==> src/hdl/dither_pkg.sv <==
package dither_pkg;

    // frame layout of a 32-bit message
    localparam int          FRAME_W        = 32;
    localparam int          CHANNEL_SELECT_W         = 3;
    localparam int          NUM_CHANNEL_SELECT       = 8;
    localparam int          CODE_W         = 4;

    // message codes
    localparam logic [3:0]  CODE_CUR_DITH  = 4'h3;
    localparam logic [3:0]  CODE_DITH_PER  = 4'h4;
    localparam logic [3:0]  CODE_PEAK_RD   = 4'h5;

    // field positions inside the data part
    localparam int          HOLD_BIT       = 23;
    localparam int          STEP_LSB       = 11;
    localparam int          STEP_W         = 11;
    localparam int          SETP_LSB       = 0;
    localparam int          SETP_W         = 11;
    localparam int          NSTEP_W        = 5;
    localparam int          VALID_BIT      = 22;
    localparam int          MAX_LSB        = 11;
    localparam int          MIN_LSB        = 0;
    localparam int          PEAK_W         = 11;

    // reset values
    localparam logic [10:0] SETP_RST       = 11'h000;
    localparam logic [10:0] STEP_RST       = 11'h000;
    localparam logic [4:0]  NSTEP_RST      = 5'h00;
    localparam logic [10:0] MAX_RST        = 11'h000;
    localparam logic [10:0] MIN_RST        = 11'h7ff;

    // setpoint is pre-shifted so one step lsb is a quarter setpoint lsb
    localparam int          STEP_FRAC      = 2;
    // quarter-waves per dither period
    localparam int          QUARTERS       = 4;
    localparam int          PHASE_W        = 7;
    localparam int          TGT_W          = 21;

    // sum of M samples and the right shift giving the 11 reported msbs
    localparam int          SUM_W          = 19;
    localparam logic [1:0]  SAM_32         = 2'b00;
    localparam logic [1:0]  SAM_64         = 2'b01;
    localparam logic [1:0]  SAM_128        = 2'b10;
    localparam logic [1:0]  SAM_MAX        = 2'b11;
    localparam logic [4:0]  SHIFT_32       = 5'd4;
    localparam logic [4:0]  SHIFT_64       = 5'd5;
    localparam logic [4:0]  SHIFT_128      = 5'd6;
    // direct mode with 512 samples keeps two more fraction bits
    localparam logic [4:0]  SHIFT_512D     = 5'd6;

    // incoming message
    typedef struct packed {
        logic        write;
        logic [3:0]  code;
        logic [2:0]  channel_select;
        logic [23:0] data;
    } msg_frame_t;

endpackage

==> src/hdl/dither_setup.sv <==
// Behaviour
// current/dither answer: 0, code 0011, channel, hold, 0, step, setpoint.
// enable low stops channel unless hold set; hold keeps dithering at setpoint.
// step size lsb weighs a quarter of setpoint lsb.
// zero step size or zero step count disables dithering.
// hold, step size, setpoint and step count reset to zero.
// setpoint is a fraction of full scale over 2 to the 11.
// peak-to-peak dither is twice step times steps over 2 to the 13.
// dither period message code 0100; bits 4:0 steps per quarter wave.
// dither period lasts four times step count in pwm periods.
// period answer: 0, code 0100, channel, zeros 23:5, steps in 4:0.
// host sets bit 31, zero reads and one writes.
// peak read code 0101; its channel also selects average readback.
// valid bit 22 clears on read or channel change, sets on new data.
// bits 21:11 give top 11 bits of largest period sum.
// bits 10:0 give top 11 bits of smallest period sum.
// before first dither cycle completes max reads 0, min 2047.
// new data within two cycles on changed channel, else one.
// direct mode 512 samples scales by 2 to 13; host checks overflow.
// peak answer: 0, code 0101, channel, bit 23 zero.
// sample code 11 means 512 direct, 128 current control.
// capture min/max per dither cycle, transfer at each complete cycle end.
`timescale 1ns/1ps
module dither_setup
    import dither_pkg::*;
#(
    parameter int NCH = NUM_CHANNEL_SELECT
) (
    // clock and reset
    input  wire logic                      CORE_CLK,
    input  wire logic                      RST_N,
    // message port
    input  wire logic                      MSG_VALID,
    input  wire dither_pkg::msg_frame_t    MSG_DATA,
    output logic                           RESP_VALID,
    output logic [dither_pkg::FRAME_W-1:0] RESP_DATA,
    // control loop side
    input  wire logic                      ENABLE_IN,
    input  wire logic                      PWM_TICK,
    input  wire logic                      DIRECT_MODE,
    input  wire logic [1:0]                SAMPLE_SEL,
    input  wire logic                      SUM_VALID,
    input  wire logic [dither_pkg::CHANNEL_SELECT_W-1:0] SUM_CHANNEL_SELECT,
    input  wire logic [dither_pkg::SUM_W-1:0]  SUM_DATA,
    // per channel outputs
    output logic [NCH-1:0]                 CHANNEL_SELECT_RUN,
    output logic [NCH*dither_pkg::TGT_W-1:0] DITHER_TARGET,
    output logic [dither_pkg::CHANNEL_SELECT_W-1:0]  AVG_CHANNEL_SELECT_SEL
);
    import dither_pkg::*;

    ////////////////////////////////////////////////////////////////////////
    // per channel settings
    // plain flops per channel; eight short words are cheaper as registers
    // than as a memory that would need a read port per consumer
    logic [NCH-1:0]       hold_r;
    logic [STEP_W-1:0]    step_r  [NCH];
    logic [SETP_W-1:0]    setp_r  [NCH];
    logic [NSTEP_W-1:0]   nstep_r [NCH];
    logic [PHASE_W-1:0]   phase_r [NCH];
    // cycle end strobes are nets, each bit driven from its generate pass
    wire  [NCH-1:0]       cyc_end;

    // peak tracking state
    logic [CHANNEL_SELECT_W-1:0]    sel_r;
    logic                 arm_r;
    logic                 valid_r;
    logic [PEAK_W-1:0]    max_r, min_r;
    logic [PEAK_W-1:0]    trk_max_r, trk_min_r;
    logic                 resp_valid_r;
    logic [FRAME_W-1:0]   resp_r;

    ////////////////////////////////////////////////////////////////////////
    // message decode
    // the frame arrives whole, one word per MSG_VALID pulse; the serial
    // shifting lives outside this block, so a message is a single cycle
    // event here and back to back words are taken one per clock
    // write bit is ignored for the peak read, which is always a read
    wire                  is_cur   = MSG_VALID && MSG_DATA.code == CODE_CUR_DITH;
    wire                  is_per   = MSG_VALID && MSG_DATA.code == CODE_DITH_PER;
    wire                  is_peak  = MSG_VALID && MSG_DATA.code == CODE_PEAK_RD;
    // write bit picks store versus read
    wire                  wr_cur   = is_cur && MSG_DATA.write;
    wire                  wr_per   = is_per && MSG_DATA.write;
    wire [CHANNEL_SELECT_W-1:0]     mch      = MSG_DATA.channel_select;
    wire                  channel_select_chg = is_peak && (mch != sel_r);

    ////////////////////////////////////////////////////////////////////////
    // settings storage, written by set messages
    // a read (write bit clear) leaves everything as it is and only answers;
    // the answer shows the values from before a write in the same edge
    always_ff @(posedge CORE_CLK) begin
        if (!RST_N) begin
            // settings reset to zero
            hold_r <= '0;
            for (int i = 0; i < NCH; i++) begin
                step_r[i]  <= STEP_RST;
                setp_r[i]  <= SETP_RST;
                nstep_r[i] <= NSTEP_RST;
            end
        end else begin
            if (wr_cur) begin
                hold_r[mch] <= MSG_DATA.data[HOLD_BIT];
                step_r[mch] <= MSG_DATA.data[STEP_LSB +: STEP_W];
                setp_r[mch] <= MSG_DATA.data[SETP_LSB +: SETP_W];
            end
            // steps per quarter wave
            if (wr_per) begin
                nstep_r[mch] <= MSG_DATA.data[NSTEP_W-1:0];
            end
        end
    end

    ////////////////////////////////////////////////////////////////////////
    // dither generator, one per channel
    // phase counts pwm periods through one dither cycle of 4n periods;
    // the offset is a triangle in units of one step, so its extremes are
    // +n and -n and the peak to peak swing is 2*n*step quarter lsbs
    // limitation: a smaller step count written mid cycle ends that cycle
    // at once, which gives one period of uneven offset
    for (genvar c = 0; c < NCH; c++) begin : g_ch
        wire [PHASE_W-1:0]       n1    = PHASE_W'(nstep_r[c]);
        // period spans four quarters of n pwm periods
        wire [PHASE_W-1:0]       plen  = PHASE_W'(QUARTERS) * n1;
        // either zero disables dither
        wire                     d_on  = (step_r[c] != '0) && (nstep_r[c] != '0);
        // hold keeps the channel alive through enable loss
        wire                     run   = ENABLE_IN || hold_r[c];
        wire                     last  = !d_on || (phase_r[c] >= plen - PHASE_W'(1));
        logic signed [PHASE_W:0] off;
        // triangle: rise n, fall 2n, rise n back to zero
        always_comb begin
            if (!d_on) begin
                off = '0;
            end else if (phase_r[c] < n1) begin
                off = $signed({1'b0, phase_r[c]});
            end else if (phase_r[c] < PHASE_W'(3) * n1) begin
                off = $signed({1'b0, n1 + n1}) - $signed({1'b0, phase_r[c]});
            end else begin
                off = $signed({1'b0, phase_r[c]}) - $signed({1'b0, plen});
            end
        end
        // step weighs a quarter setpoint lsb
        // setpoint over 2^11, target over 2^13 of full scale
        wire signed [TGT_W-1:0]  base  = $signed(TGT_W'({setp_r[c], STEP_FRAC'(0)}));
        // swing of +-n steps gives 2*step*n peak to peak
        wire signed [TGT_W-1:0]  swing = TGT_W'(off * $signed({1'b0, step_r[c]}));
        assign cyc_end[c] = PWM_TICK && run && last;

        // phase walks on pwm ticks; stopped channels restart at zero
        // restarting at zero means a resumed channel begins at its setpoint
        // and rises first, with no jump left over from before the stop
        always_ff @(posedge CORE_CLK) begin
            if (!RST_N) begin
                phase_r[c] <= '0;
            end else if (!run || !d_on) begin
                phase_r[c] <= '0;
            end else if (PWM_TICK) begin
                phase_r[c] <= last ? '0 : phase_r[c] + PHASE_W'(1);
            end
        end

        // a stopped channel reports no run and zero target
        // run and target share one flop stage so they never disagree
        always_ff @(posedge CORE_CLK) begin
            if (!RST_N) begin
                CHANNEL_SELECT_RUN[c]                     <= 1'b0;
                DITHER_TARGET[c*TGT_W +: TGT_W] <= '0;
            end else begin
                CHANNEL_SELECT_RUN[c]                     <= run;
                DITHER_TARGET[c*TGT_W +: TGT_W] <= run ? base + swing : '0;
            end
        end
    end

    ////////////////////////////////////////////////////////////////////////
    // period sum scaling to 11 reported bits
    // each window keeps the 11 top bits of the widest sum of 10-bit samples;
    // in direct mode with 512 samples the window sits two bits lower, so a
    // large sum wraps, which the host has to rule out itself
    logic [4:0]           shift;
    // code 11 is 512 samples direct, 128 under current control
    // 512 direct drops two fewer bits; overflow is the host's worry
    always_comb begin
        unique case (SAMPLE_SEL)
            SAM_32:  shift = SHIFT_32;
            SAM_64:  shift = SHIFT_64;
            SAM_128: shift = SHIFT_128;
            SAM_MAX: shift = DIRECT_MODE ? SHIFT_512D : SHIFT_128;
        endcase
    end
    wire [SUM_W-1:0]      sum_sh  = SUM_DATA >> shift;
    // top bits of the period sum
    wire [PEAK_W-1:0]     sum_rep = sum_sh[PEAK_W-1:0];
    wire                  sum_hit = SUM_VALID && (SUM_CHANNEL_SELECT == sel_r);

    // tracker including a sum landing in the closing cycle
    // compares work on the 11 reported bits to keep the comparators small;
    // sums that differ only below them count as equal
    wire [PEAK_W-1:0]     cur_max = (sum_hit && sum_rep > trk_max_r) ? sum_rep : trk_max_r;
    wire [PEAK_W-1:0]     cur_min = (sum_hit && sum_rep < trk_min_r) ? sum_rep : trk_min_r;
    wire                  sel_end = cyc_end[sel_r] && !channel_select_chg;
    // only a fully observed cycle is transferred
    wire                  xfer    = sel_end && arm_r;

    ////////////////////////////////////////////////////////////////////////
    // min/max capture for the selected channel
    // a channel change throws away a half-seen cycle: tracking restarts
    // disarmed and the first cycle end only arms, so a transfer always
    // covers one full dither cycle of the new channel
    // sums of other channels never touch the trackers
    always_ff @(posedge CORE_CLK) begin
        if (!RST_N) begin
            sel_r     <= '0;
            arm_r     <= 1'b0;
            trk_max_r <= MAX_RST;
            trk_min_r <= MIN_RST;
        end else if (channel_select_chg) begin
            // new channel waits for a cycle start, so at most two cycles
            sel_r     <= mch;
            arm_r     <= 1'b0;
            trk_max_r <= MAX_RST;
            trk_min_r <= MIN_RST;
        end else if (sel_end) begin
            arm_r     <= 1'b1;
            trk_max_r <= MAX_RST;
            trk_min_r <= MIN_RST;
        end else begin
            trk_max_r <= cur_max;
            trk_min_r <= cur_min;
        end
    end

    // reset values stand until the first transfer
    always_ff @(posedge CORE_CLK) begin
        if (!RST_N) begin
            max_r <= MAX_RST;
            min_r <= MIN_RST;
        end else if (xfer) begin
            // smallest and largest of the finished cycle
            max_r <= cur_max;
            min_r <= cur_min;
        end
    end

    // set wins over a read in the same cycle; channel change clears
    // a read landing with a transfer keeps the flag set, so a fresh set is
    // never lost behind a read that still carried the old one
    // the read that races the transfer shows the old values
    always_ff @(posedge CORE_CLK) begin
        if (!RST_N) begin
            valid_r <= 1'b0;
        end else if (xfer) begin
            valid_r <= 1'b1;
        end else if (is_peak) begin
            valid_r <= 1'b0;
        end
    end

    // the peak read channel also drives the average readback
    // straight from the flop: the average path follows the new channel at once
    assign AVG_CHANNEL_SELECT_SEL = sel_r;

    ////////////////////////////////////////////////////////////////////////
    // response assembly
    // the answer is built from the state before this edge's update, so a
    // write reports what was stored and a changed channel reads invalid
    // unknown codes build nothing and leave the last word standing
    logic [FRAME_W-1:0]   resp_nxt;
    always_comb begin
        resp_nxt = '0;
        if (is_cur) begin
            // stored settings of the addressed channel
            resp_nxt = {1'b0, CODE_CUR_DITH, mch, hold_r[mch], 1'b0,
                        step_r[mch], setp_r[mch]};
        end else if (is_per) begin
            // zero padding then step count
            resp_nxt = {1'b0, CODE_DITH_PER, mch, 19'h00000, nstep_r[mch]};
        end else if (is_peak) begin
            // header with bit 23 zero; changed channel reads invalid
            resp_nxt = {1'b0, CODE_PEAK_RD, mch, 1'b0, valid_r && !channel_select_chg,
                        max_r, min_r};
        end
    end

    // response registered; unknown codes give no answer
    always_ff @(posedge CORE_CLK) begin
        if (!RST_N) begin
            resp_valid_r <= 1'b0;
            resp_r       <= '0;
        end else begin
            resp_valid_r <= is_cur || is_per || is_peak;
            if (is_cur || is_per || is_peak) begin
                resp_r <= resp_nxt;
            end
        end
    end

    assign RESP_VALID = resp_valid_r;
    assign RESP_DATA  = resp_r;

endmodule // dither_setup

==> config.mk <==
export PLATFORM = sky130hd
export DESIGN_NAME = dither_setup
export DESIGN_NICKNAME = d
export VERILOG_FILES = /design/src/hdl/dither_pkg.sv /design/src/hdl/dither_setup.sv
export SDC_FILE = /design/constraint.sdc
export NUM_CORES = 2
export LEC_CHECK = 0
export ABC_AREA = 1
export BUFFER_PORTS_ARGS = -buffer_cell sky130_fd_sc_hd__buf_2
export CORE_UTILIZATION = 55
export CTS_BUF_LIST = sky130_fd_sc_hd__clkbuf_4
export DETAILED_ROUTE_END_ITERATION = 8
export PLACE_DENSITY_LB_ADDON = 0.2
export SLEW_MARGIN = 30
export SYNTH_ARGS = -nofsm -noshare
export SYNTH_HDL_FRONTEND = slang
export SYNTH_SLANG_ARGS = --single-unit
==> constraint.sdc <==
create_clock -name CORE_CLK -period 9.1 [get_ports CORE_CLK]
set_clock_uncertainty 0.2 [all_clocks]
set_input_delay 0.91 -clock CORE_CLK [delete_from_list [all_inputs] [get_ports CORE_CLK]]
set_output_delay 0.91 -clock CORE_CLK [all_outputs]
set_load 0.01 [all_outputs]
== Word-level counts from Yosys, hierarchy flattened ==
Memories as Yosys holds them, arrays and structs flattened.
Index checks and enable logic that the tools add are counted.
Operators by class
  add/sub/neg operators: 48
  $mul: 16
  $lt $le $gt $ge: 29
  eq/ne operators: 8
  shifts and indexed selects: 1
  mux-type cells: 128
  bitwise gates (word level): 17
  reductions and logical operators: 112
Operators by type and width (count)
  $mux W8: 24
  $add A14 B20 Y21: 8
  $mux W7: 24
  $mul A8 B12 Y20: 8
  $mux W30: 3
  $reduce_bool A11 Y1: 8
  $mux W1: 64
  $sub A6 B7 Y8: 8
  $sub A7 B7 Y8: 8
  $add A7 B1 Y7 const B: 8
  $ge A7 B7 Y1: 8
  $lt A7 B5 Y1: 8
  $lt A7 B7 Y1: 8
  $mul A2 B5 Y7 const A: 8
  $sub A7 B1 Y7 const B: 8
  $add A5 B5 Y6: 8
  $mux W11: 4
  $reduce_bool A5 Y1: 8
  $logic_and A1 B1 Y1: 37
  $logic_or A1 B1 Y1: 26
  $reduce_or A11 Y1: 2
  $shr A19 B5 Y11: 1
  $logic_not A1 Y1: 17
  $or A1 B1 Y1: 16
  23 further kinds: 37
Storage, ports and cells
  register bits after elaboration: 266
  memory bits (writable): 272
  bits of input ports: 63
  output and inout port bits: 212
  logic and storage cells: 389
  memories: 4
Memory list
  setp_r: words 8, width 11, rd ports 9, clocked after memory_dff 0, wr ports 8, line dither_setup.sv:58  | logic [SETP_W-1:0] setp_r [NCH];
  step_r: words 8, width 11, rd ports 9, clocked after memory_dff 0, wr ports 8, line dither_setup.sv:57  | logic [STEP_W-1:0] step_r [NCH];
  phase_r: words 8, width 7, rd ports 8, clocked after memory_dff 0, wr ports 8, line dither_setup.sv:60  | logic [PHASE_W-1:0] phase_r [NCH];
  nstep_r: words 8, width 5, rd ports 9, clocked after memory_dff 0, wr ports 8, line dither_setup.sv:59  | logic [NSTEP_W-1:0] nstep_r [NCH];

== Logic depth before layout (Yosys ltp) ==
An unclocked memory read counts as a cell.
  word-level depth: 11
  gate-level depth with buffers: 40
  depth with buffers taken out: 40

== Least setup slack after synthesis ==
OpenSTA, ideal clock, no wires.
  path type: register to register
  start point: memory nstep_r[2][0]
  end point: register DITHER_TARGET[59] (netlist name)
  arrival time: 6654 ps
  required time: 8787 ps
  slack: 2133 ps
  stages on the path, launching flop included: 33
  path buffers: 0
  cells stage by stage: edfxtp_1 ha_1 inv_1 fa_1 o21a_1 xor2_1 ha_1 nand2_1 o21a_1 nand2_2 inv_1 o211ai_1 nand3_1 inv_1 nand2_1 fa_1 fa_1 inv_1 fa_1 fa_1 fa_1 ha_1 nand3_1 nand2_1 inv_1 nor2_1 nor2_1 o21ai_0 a21oi_1 o21ai_0 nand2_1 nand2_1 nor2_1
RTL lines
  from (decl): line dither_setup.sv:59
  to (signal, indexed assignment): line dither_setup.sv:171  | DITHER_TARGET[c*TGT_W +: TGT_W] <= run ? base + swing : '0;
  to (decl): line dither_setup.sv:47  | output logic [NCH*dither_pkg::TGT_W-1:0] DITHER_TARGET,

==> run metrics <==
status=finished, final reports clean; vias in the first global route=46500; # nets final=about 8300; worst path bufs/invs=5; min Tclk post-route=just over 8000 ps; P per Cell Area=between 200 and 250 nW/um^2; area used by multi-input combinational logic=36700 um^2; commonest non-fill, non-tap cell in the layout=inv_1; Synth cell types=55; R2R Setup Slk=960 ps; DR pass1 iterations=6; largest net degree at the start of global routing=41; RSZ-0062 raised after global routing=false; Tot GR Track Use=33.6%; PostCTS Resize Cnt=0; clock transition at the registers of the reported paths=70 ps; I/O Pins=roughly 280; crit start category=flip-flop; die height=about 320 um; Num CTS Buffers=150; wire per inst=roughly 20 um; Tcrit/Tclk final=roughly 89%; Critical Setup Path Class=flip-flop to flip-flop; drc violations=0; cells after synthesis=6562; clk sinks=about 540; Cell Area, Synth=roughly 55000 um^2; slew margin rel.=between 20% and 30%; Post-synth ARST share=0%; die area=between 100000 and 150000 um^2; Worst path max stage delay=~570 ps; H-tree depth=4; Syn Area/Cell=about 8.4 um^2; design area=about 60000 um^2; Worst R2R End=DITHER_TARGET[59]; final setup vio count=0; vias=around 47000; worst path required time=just under 10000 ps; final max-slew violation count=0; total congestion overflow=0; Crit. End Element=flip-flop; peak supply drop=~0.24 mV; MaxCap Viol Count=0; core area=98700 um^2; Worst-Margin Slew=1110 ps; final hold viol count=0; row count=between 100 and 150; Setup crit end=DITHER_TARGET[59]; register area=roughly 13000 um^2; Worst Setup SP=nstep_r[2][3]; DP Area=approximately 58000 um^2; wirelength, routed=approximately 170000 um; critical path's slowest cell=fa_1; Max Freq=roughly 120 MHz; number of flops mapped to enable cells by yosys=272; CTS tree=yes; via/cell ratio=roughly 5.7; Crit path depth=32; gpl congestion=about 1; first-pass GRT wire length=261000 um; Warnings, synthesis=0; ANT nets after route=0; Setup TNS=0 ps; DP HPWL=134000 um; most frequent cells in the layout=1172 x inv_1, 1019 x nor2_1, 953 x nand2_1, 757 x ha_1, 552 x fa_1; CP delay by family, top=adder cells; Initial Util=55.7%; crit-path max FO=10; RR Startpoint=nstep_r[2][3]; root buf cell=clkbuf_4; register area share after synthesis=24.5%; die width=between 300 and 400 um; Worst Reg-to-Reg Cells=32; fraction of layout cells with a size suffix above 1=a little under a tenth; Post-CTS Setup Inserts=0; ys flop type=edfxtp_1; Synth Register Bits=around 540; initial antenna violation count=9; Skew-Pair Late Insertion Delay=approximately 1100 ps; Port Buffer Count=264; leakage power=0.0315 uW; Fillers=between 8000 and 9000; DRT iter0 DRCs=roughly 4700; clock buffer depth=3; Synth-to-Final Area Change=8.72%; hold crit path type=input port to flip-flop; Worst EP arrival=8870 ps
==> what timing repair did <==
| action | in CTS | in global routing |
|---|---|---|
| endpoints found under the setup margin | 0 | 0 |
| hold buffers | 2 | 0 |
| hold endpoints to repair | 3 | 0 |
==> worst min path at each step <==
stage / to / cells after the start / slack, ps / start
finish: AVG_CHANNEL_SELECT_SEL[1] / 3 / 110 / MSG_DATA[25]
global route: AVG_CHANNEL_SELECT_SEL[1] / 3 / 90 / MSG_DATA[25]
CTS: AVG_CHANNEL_SELECT_SEL[1] / 3 / 30 / MSG_DATA[25]
detailed placement: min_r[10] / 2 / 240 / min_r[10]
global placement: min_r[7] / 2 / 240 / min_r[7]
floorplan: min_r[10] / 2 / 230 / min_r[10]
==> logic make-up after synthesis <==
kind of cell	share of synthesized area, %
other cells	0.00682
xor+xnor	2.07
fa+ha+maj	37.3
compound gates	8.64
buf+inv	8.94
simple gates	18.5
flops	24.5
mux	0.0364
==> state kept, by name, indices dropped and copies added (netlist names), 3 cells and up <==
name / cells
RESP_DATA: 30
nstep_r: 40
trk_max_r: 11
setp_r: 88
phase_r: 56
AVG_CHANNEL_SELECT_SEL: 3
DITHER_TARGET: 168
step_r: 88
hold_r: 8
max_r: 11
CHANNEL_SELECT_RUN: 8
trk_min_r: 11
min_r: 11
==> layer usage <==
layer	vias up	track usage (%)	share of wire (%)
li1	21900	-	-
met2	2256	51.6	44
met5	-	0	0.037
met4	10	17.1	5.4
met1	22500	44.1	40
met3	476	8.09	11
==> per-stage QoR <==
step | hold WS (ps) | instances | setup slack (ps) | total power [uW] | utilization, %
floorplan | 229 | 6563 | 2130 | 9660 | -
global placement | 237 | 8047 | 1160 | 11600 | 58.5
detailed placement | 243 | 8047 | 1120 | 11700 | 58.5
CTS | 29.1 | 8322 | 1060 | 14100 | 60.5
global route | 86.4 | 8330 | 288 | 15700 | 60.6
finish | 110 | 8332 | 962 | 14100 | 60.6
==> tightest hold or removal path, stage by stage <==
cell     delay (ps)
buf_2           150
inv_1           190
a21oi_1          90
==> where the power goes <==
part,switching (uW),internal [uW],total (uW)
Sequential,161,2780,2940
Combinational,5330,3480,8810
Clock,1130,1180,2320
==> Yosys cell counts, types with 11 or more instances <==
cell	instances	area (um^2)
buf_2	35	175
a21oi_1	416	2080
a31oi_1	16	100
o21ai_0	149	746
nor3_1	37	185
a21o_1	31	233
nand4_1	70	438
a31o_2	16	140
o31ai_1	22	165
o2111ai_1	14	123
a21boi_0	11	82.6
or2_2	48	300
nand2_1	957	3590
dfxtp_1	264	5290
inv_1	1175	4410
o22ai_1	70	438
xor2_1	96	841
edfxtp_1	272	8170
ha_1	757	9470
o21a_1	18	135
nor2_1	1020	3830
nand3_1	281	1410
xnor2_1	34	298
clkbuf_1	46	173
clkinv_1	15	56.3
o211ai_1	18	135
fa_1	552	11100
==> cell type report <==
| type | count | area share, % |
|---|---|---|
| diodes | 10 | 0.0419 |
| clock buffers | 221 | 2.78 |
| clock inverters | 52 | 0.509 |
| inverters | 1200 | 7.53 |
| multi-input cells | 4735 | 61.4 |
| flip-flops and latches | 536 | 22.5 |
| well taps | 1287 | 2.69 |
| repair buffers | 291 | 2.56 |
Power figures use the tool's default switching activity.
